[config.mk]
export PLATFORM = sky130hd
export DESIGN_NAME = hwdog_top
export DESIGN_NICKNAME = d
export VERILOG_FILES = /design/src/logic/hwdog_pkg.sv /design/src/logic/hwdog_top.sv
export VERILOG_INCLUDE_DIRS = /design/src /design/src/logic
export SDC_FILE = /design/constraint.sdc
export NUM_CORES = 1
export LEC_CHECK = 0
export BUFFER_PORTS_ARGS = -buffer_cell sky130_fd_sc_hd__buf_4
export CAP_MARGIN = 10
export CORE_UTILIZATION = 35
export DETAILED_ROUTE_END_ITERATION = 8
export GPL_TIMING_DRIVEN = 0
export HOLD_SLACK_MARGIN = 0.02
export PLACE_DENSITY = 0.6
export SLEW_MARGIN = 10
export SYNTH_ARGS = -nofsm -noshare
export SYNTH_HDL_FRONTEND = slang
export SYNTH_SLANG_ARGS = --single-unit
[constraint.sdc]
create_clock -name pclk -period 2.9 [get_ports pclk]
set_input_delay 0.29 -clock pclk [delete_from_list [all_inputs] [get_ports pclk]]
set_output_delay 0.29 -clock pclk [all_outputs]
set_load 0.05 [all_outputs]
[src/logic/hwdog_defs.svh]
// offsets, field positions, reset values and timing counts of the watchdog
//------------------------------------------------------------------------
// Functional notes
// watchdog starts disabled after every reset
// key 1EH then E1H enables counting
// enabled counter advances once per machine cycle
// no disable except reset or own overflow
// each complete key pair clears the count
// 14-bit counter overflows at 3FFFH, resets device
// overflow drives 96-clock high reset pulse
// key register write-only, counter hidden
// 7-bit prescaler extends time-out, separately programmed
// machine cycle equals twelve oscillator periods
// wrong second value discards partial key
//------------------------------------------------------------------------
`ifndef HWDOG_DEFS_SVH
`define HWDOG_DEFS_SVH

// register indices; byte address is four times the index
`define HWDOG_KEY_IDX 10'h0A6
`define HWDOG_PRE_IDX 10'h0A7
`define HWDOG_STAT_IDX 10'h0A8

// key values
`define HWDOG_KEY_FIRST 8'h1E
`define HWDOG_KEY_SECOND 8'hE1

// prescale field and reset value
`define HWDOG_PRE_SEL_MSB 2
`define HWDOG_PRE_SEL_RST 3'h0

// status field positions
`define HWDOG_STAT_EN_BIT 0
`define HWDOG_STAT_ARM_BIT 1
`define HWDOG_STAT_RST_BIT 2

// counter terminal value
`define HWDOG_CNT_TOP 14'h3FFF

// timing: pclk is the oscillator, 5 ns
`define HWDOG_PCLK_NS 5
`define HWDOG_OSC_PER_MC 12
`define HWDOG_MC_NS (`HWDOG_OSC_PER_MC * `HWDOG_PCLK_NS)
`define HWDOG_MC_CYC (`HWDOG_MC_NS / `HWDOG_PCLK_NS)
`define HWDOG_RST_CYC 96

`endif

[src/logic/hwdog_pkg.sv]
// types shared by the watchdog block
package hwdog_pkg;

  // key sequence tracker, one bit so trivially gray
  typedef enum logic [0:0]
  {
    HWDOG_KEY_IDLE = 1'b0,
    HWDOG_KEY_ARMED = 1'b1
  } hwdog_key_e;

  // apb request from the master
  typedef struct packed
  {
    logic psel;
    logic penable;
    logic pwrite;
    logic [11:0] paddr;
    logic [31:0] pwdata;
    logic [3:0] pstrb;
  } hwdog_apb_req_s;

  // apb answer to the master
  typedef struct packed
  {
    logic pready;
    logic [31:0] prdata;
    logic pslverr;
  } hwdog_apb_rsp_s;

  // whole state of the watchdog
  typedef struct packed
  {
    hwdog_apb_rsp_s rsp;
    logic en;
    hwdog_key_e key;
    logic [3:0] mc_div;
    logic [6:0] pre;
    logic [2:0] pre_sel;
    logic [13:0] cnt;
    logic [6:0] rst_cnt;
    logic wdog_rst;
  } hwdog_state_s;

endpackage

[src/logic/hwdog_top.sv]
// hardware watchdog with apb register access and reset pulse output
`timescale 1ns/1ps
`include "hwdog_defs.svh"

module hwdog_top
(
  input wire logic pclk,
  input wire logic presetn,
  input wire hwdog_pkg::hwdog_apb_req_s apb_req,
  output hwdog_pkg::hwdog_apb_rsp_s apb_rsp,
  output logic wdog_rst
);
  import hwdog_pkg::*;

  //----------------------------------------------------------------------
  // state and decode
  //----------------------------------------------------------------------

  // registered state and its next value
  hwdog_state_s st_r;
  hwdog_state_s st_nxt;

  // one pclk pulse per machine cycle
  logic mc_tick;
  // prescaler wrap mask chosen by the config field
  logic [6:0] pre_mask;
  // counter advance enable
  logic cnt_tick;
  // apb access phase completing this edge
  logic acc;
  // decoded writes and reads
  logic wr_key;
  logic wr_pre;
  logic rd_hit;
  // complete key pair seen this edge
  logic key_done;

  localparam logic [3:0] MC_LAST = 4'(`HWDOG_MC_CYC - 1);
  localparam logic [6:0] RST_LAST = 7'(`HWDOG_RST_CYC - 1);

  // the access completes on the edge where pready was already high
  assign acc = apb_req.psel && apb_req.penable && st_r.rsp.pready;

  // writes only count when the low byte lane is strobed
  assign wr_key = acc && apb_req.pwrite && apb_req.pstrb[0]
                  && (apb_req.paddr[11:2] == `HWDOG_KEY_IDX);
  assign wr_pre = acc && apb_req.pwrite && apb_req.pstrb[0]
                  && (apb_req.paddr[11:2] == `HWDOG_PRE_IDX);

  // every mapped index, used for the error answer
  assign rd_hit = (apb_req.paddr[11:2] == `HWDOG_KEY_IDX)
                  || (apb_req.paddr[11:2] == `HWDOG_PRE_IDX)
                  || (apb_req.paddr[11:2] == `HWDOG_STAT_IDX);

  // twelve oscillator periods
  assign mc_tick = (st_r.mc_div == MC_LAST);

  // eight-bit shift so sel 7 still yields the 7-bit all-ones mask
  // prescale extends by two to the sel
  assign pre_mask = 7'((8'h01 << st_r.pre_sel) - 8'h01);
  assign cnt_tick = st_r.en && mc_tick && (st_r.pre == pre_mask);

  // pair completes only from armed state
  assign key_done = wr_key && (st_r.key == HWDOG_KEY_ARMED)
                    && (apb_req.pwdata[7:0] == `HWDOG_KEY_SECOND)
                    && !st_r.wdog_rst;

  //----------------------------------------------------------------------
  // next-state logic
  //----------------------------------------------------------------------

  // one pass computes the whole next state
  always_comb
  begin
    st_nxt = st_r;

    // answer in the cycle after setup: one wait-free access phase
    st_nxt.rsp.pready = apb_req.psel && !apb_req.penable;
    st_nxt.rsp.pslverr = 1'b0;

    // setup phase prepares the read data and error flag
    if (apb_req.psel && !apb_req.penable)
    begin
      st_nxt.rsp.prdata = 32'h00000000;
      st_nxt.rsp.pslverr = !rd_hit;
      if (!apb_req.pwrite)
      begin
        // key register and counter read zero
        if (apb_req.paddr[11:2] == `HWDOG_PRE_IDX)
        begin
          st_nxt.rsp.prdata[`HWDOG_PRE_SEL_MSB:0] = st_r.pre_sel;
        end
        else if (apb_req.paddr[11:2] == `HWDOG_STAT_IDX)
        begin
          st_nxt.rsp.prdata[`HWDOG_STAT_EN_BIT] = st_r.en;
          st_nxt.rsp.prdata[`HWDOG_STAT_ARM_BIT] =
            (st_r.key == HWDOG_KEY_ARMED);
          st_nxt.rsp.prdata[`HWDOG_STAT_RST_BIT] = st_r.wdog_rst;
        end
      end
    end
    else if (acc)
    begin
      // keep the answer steady until the master releases
      st_nxt.rsp.prdata = st_r.rsp.prdata;
    end

    // prescale select, taken at any time
    if (wr_pre)
    begin
      st_nxt.pre_sel = apb_req.pwdata[`HWDOG_PRE_SEL_MSB:0];
    end

    // never restarted by keys: the first step after service may come early
    // machine cycle divider runs free with the oscillator
    // wraps after twelve clocks
    if (mc_tick)
    begin
      st_nxt.mc_div = 4'h0;
    end
    else
    begin
      st_nxt.mc_div = 4'(st_r.mc_div + 4'h1);
    end

    // key tracker; ignored while a reset pulse is out
    if (wr_key && !st_r.wdog_rst)
    begin
      case (st_r.key)
        HWDOG_KEY_IDLE:
        begin
          // first key arms the tracker
          if (apb_req.pwdata[7:0] == `HWDOG_KEY_FIRST)
          begin
            st_nxt.key = HWDOG_KEY_ARMED;
          end
        end
        HWDOG_KEY_ARMED:
        begin
          // a repeated first key stays armed; anything else disarms
          if (apb_req.pwdata[7:0] == `HWDOG_KEY_FIRST)
          begin
            st_nxt.key = HWDOG_KEY_ARMED;
          end
          else
          begin
            st_nxt.key = HWDOG_KEY_IDLE;
          end
        end
        default:
        begin
          st_nxt.key = HWDOG_KEY_IDLE;
        end
      endcase
    end

    // counting while enabled
    if (st_r.en && mc_tick)
    begin
      // prescaler divides machine cycles
      if (st_r.pre == pre_mask)
      begin
        st_nxt.pre = 7'h00;
      end
      else
      begin
        st_nxt.pre = 7'(st_r.pre + 7'h01);
      end
    end

    // advance once per scaled machine cycle
    if (cnt_tick)
    begin
      st_nxt.cnt = 14'(st_r.cnt + 14'h0001);
    end

    // complete pair restarts the count
    if (key_done)
    begin
      // pair also turns counting on
      st_nxt.en = 1'b1;
      st_nxt.cnt = 14'h0000;
      st_nxt.pre = 7'h00;
    end

    // a pair on the overflow edge wins, so late service still rescues
    // terminal count fires the device reset
    if (cnt_tick && (st_r.cnt == `HWDOG_CNT_TOP) && !key_done)
    begin
      // besides reset, only overflow clears the enable
      st_nxt.en = 1'b0;
      st_nxt.key = HWDOG_KEY_IDLE;
      st_nxt.cnt = 14'h0000;
      st_nxt.pre = 7'h00;
      st_nxt.wdog_rst = 1'b1;
      st_nxt.rst_cnt = 7'h00;
    end

    // hold the pulse for its full length
    if (st_r.wdog_rst)
    begin
      if (st_r.rst_cnt == RST_LAST)
      begin
        st_nxt.wdog_rst = 1'b0;
        st_nxt.rst_cnt = 7'h00;
      end
      else
      begin
        st_nxt.rst_cnt = 7'(st_r.rst_cnt + 7'h01);
      end
    end
  end

  //----------------------------------------------------------------------
  // state register
  //----------------------------------------------------------------------

  // reset leaves the watchdog off
  always_ff @(posedge pclk or negedge presetn)
  begin
    if (!presetn)
    begin
      st_r.rsp.pready <= 1'b0;
      st_r.rsp.prdata <= 32'h00000000;
      st_r.rsp.pslverr <= 1'b0;
      st_r.en <= 1'b0;
      st_r.key <= HWDOG_KEY_IDLE;
      st_r.mc_div <= 4'h0;
      st_r.pre <= 7'h00;
      st_r.pre_sel <= `HWDOG_PRE_SEL_RST;
      st_r.cnt <= 14'h0000;
      st_r.rst_cnt <= 7'h00;
      st_r.wdog_rst <= 1'b0;
    end
    else
    begin
      st_r <= st_nxt;
    end
  end

  // outputs come straight from flops
  assign apb_rsp = st_r.rsp;
  assign wdog_rst = st_r.wdog_rst;

  //----------------------------------------------------------------------
  // checks
  //----------------------------------------------------------------------

  // length of the current reset pulse, for the pulse check
  logic [7:0] pulse_len_r;
  always_ff @(posedge pclk or negedge presetn)
  begin
    if (!presetn)
    begin
      pulse_len_r <= 8'h00;
    end
    else if (st_r.wdog_rst)
    begin
      pulse_len_r <= 8'(pulse_len_r + 8'h01);
    end
    else
    begin
      pulse_len_r <= 8'h00;
    end
  end
endmodule // hwdog_top

==> results.md <==
- Status: completed
- Layout net count: 449
- Synth-to-Final Area Change: 24.9%
- Part of the Yosys area used for sequential elements: 0.383
- CP most frequent cell: o211ai_1
- Reg2reg end: st_r[18]
- First-pass GRT wire length: between 10,000 and 15,000 um
- Hold Crit Start: apb_req[48]
- CTS Buf Count: 5
- Crit end category: flop
- Worst R2R Setup Slack: 0.02 ns
- Clk_lat worst skew: between 0.2 and 0.3 ns
- Yosys warns: 0
- Worst setup margin: 0.0175 ns
- Required @ worst endpoint: 3.11 ns
- Share of post-route cells with drive strength above 1: 0.297
- Initial Util: 0.364
- R2R depth: 10
- Inserted Diodes: 0
- Root buffer cell: clkbuf_8
- Post-synth EDFFs: 0
- CP Max Fanout: 8
- Leak Pwr: 1.49 nW
- Total wire length: 6090 um
- Die Ht: between 90 and 100 um
- CP Cell Sequence: buf_6 > or3_4 > ha_4 > nor2b_2 > or3b_1 > o211ai_1 > o211ai_1 > buf_4 > or4_4 > a21oi_2
- Avg Cell Area, Syn: 8.86 um^2
- Main synth FF type: dfrtp_1
- Post-synth top cells: dfrtp_1 (43), buf_4 (34), nand2_1 (29)
- Max_cap viols: 0
- Min-Delay Path Class: primary input to flop
- Vias post-DR: 2,437
- Post-route ant nets: 0
- Gpl congestion: ~0.8
- Unrepaired setup endpoints after global routing: yes
- Final slew viol count: 0
- Mapped Area: 2810 um^2
- Vias/cell: between 4 and 5
- Vias in the first global route: 2,238
- Slowest Stage Delay on Critical Path: about 0.48 ns
- DR iter-0 viols: 39
- Placement Setup Slack: -0.234 ns
- Clock tree sinks: 43
- Fin crit period: 2.88 ns
- Endpoints failing setup: 0
- Fill count: 777
- Io pins: 88
- Final hold viol count: 0
- Most common cell in the netlist: dfrtp_1
- Kind of critical path: flop to flop
- Post-placement cell area: roughly 3300 um^2
- DR pass1 iterations: 4
- Post-layout util: 0.454
- HPWL Detailed: 4330 um
- Area leader, netlist: dfrtp_1
- Fmax: 347 MHz
- Core Box Area: 7730 um^2
- Fin crit share: 0.994
- Largest net degree at the start of global routing: 44
- # H-tree levels: 2
- Slew margin rel.: 0.499
- Die X-Extent: 91.6 um
- Worst hold stages: 2
- Design Area, Final: 3510 um^2
- CTS clk-pin slew, worst paths: ~0.07 ns
- Top cell type's share of synthesized area: 0.383
- Netlist cell types: 56
- WP data arrival: ~3.1 ns
- Crit-path slowest cell: or4_4
- PwrDens: approximately 320 nW/um^2
- Residual DRC: 0
- Total negative slack: 0 ns
- Worst vdd ir: roughly 0.16 mV
- Gr usage total: 0.150
- Final Power: around 1.1 mW
- R2R Path Start: st_r[22]
- Synth async-reset ratio: 1.00
- Total gr overflow: 0
- Max Buffers Root-to-Sink: 2
- Cells after Synth: 317
- Area contributors post-synth: dfrtp_1 (38%), buf_4 (9.1%), nand2_1 (3.9%)
- Flops & latches, synth: 43
- Hold EP: apb_rsp[1]
- WL/cell: 12.4 um
- IO buf count: 29
- Setup crit start kind: flop
- Antenna violations before repair: 0
- Setup Skew: 0.00420 ns
- Worst-margin pin slew: around 0.75 ns
- Site row count: 32
- CTS tree: yes
- Die area: about 8400 um^2
==> worst max-delay path: cells and delay by family, from the launching register on <==
kind	cells	cell delay, ns
and+or+nand+nor	4	1.36
AOI/OAI and AO/OA	3	0.50
DFF	1	0.40
buffers and inverters	2	0.34
adders and majority gates	1	0.20
==> worst max path at each step <==
stage              from        to  slack (ns)  cells past startpoint
4_1_cts        st_r[24]  st_r[21]        0.01                     10
2_1_floorplan  st_r[24]  st_r[17]        0.13                     10
3_5_place_dp   st_r[24]   st_r[4]       -0.23                      9
5_1_grt        st_r[22]  st_r[25]       -0.09                      9
6_report       st_r[22]  st_r[18]        0.02                     10
3_3_place_gp   st_r[24]   st_r[4]       -0.22                      9
==> cell families (layout without fill, tap and decap cells) <==
logic type / after synthesis / in the layout / synth area share
and+or+nand+nor: 133 / 133 / 0.262
AOI/OAI and AO/OA: 68 / 68 / 0.160
buffers and inverters: 52 / 97 / 0.119
DFF: 43 / 43 / 0.383
xor gates and xnor gates: 9 / 9 / 0.0281
muxes: 6 / 6 / 0.0232
adders and majority gates: 5 / 5 / 0.0223
other: 1 / 29 / 0.00134
==> layout by cell type, fill, tap and decap left out, drive strengths merged, types with 7 or more instances in the layout <==
master / instances
a21oi: 14
buf: 77
clkbuf: 11
conb: 29
dfrtp: 43
inv: 7
nand2: 29
nand2b: 9
nand3: 18
nand4: 8
nor2: 22
nor3: 7
o21ai: 19
o31ai: 9
or4: 7
xnor2: 8
==> sequential cells by signal, indices dropped and copies added, names as in the netlist <==
name      count
apb_rsp       5
st_r         37
wdog_rst      1
==> power breakdown <==
| part | total, mW | internal (mW) | switching (mW) |
|---|---|---|---|
| combinational | 0.174 | 0.0562 | 0.118 |
| clock | 0.348 | 0.161 | 0.187 |
| sequential | 0.601 | 0.601 | 0.000834 |
==> metal layers <==
metal,vias up,track usage,share of wire
met4,0,0.0437,0.0084
li1,1229,-,-
met1,1159,0.192,0.46
met2,45,0.259,0.50
met3,4,0.0209,0.028
met5,-,0,0
==> layout make-up <==
class	instances	area, um^2	area share
Buffer	42	308	0.0877
Multi-Input combinational cell	250	1590	0.452
Clock buffer	6	72.6	0.0207
Tap cell	102	128	0.0364
Sequential cell	43	1080	0.307
Timing Repair Buffer	41	308	0.0877
Inverter	8	30.0	0.00856
==> metrics by stage <==
stage / instances / hold WS (ns)
final: 492 / 0.220
after global routing: 492 / 0.218
after CTS: 486 / 0.206
after detailed placement: 476 / 0.321
after global placement: 476 / 0.322
after floorplan: 345 / -0.00559
==> what timing repair did <==
action / in CTS / in global routing
hold endpoints to repair: 43 / 0
pin swaps: 6 / 9
hold buffers: 1 / 0
gates resized for setup: 9 / 19
gates cloned: 1 / 0
setup buffers: 3 / 7
endpoints found under the setup margin: 27 / 21
Power figures use the tool's default switching activity.
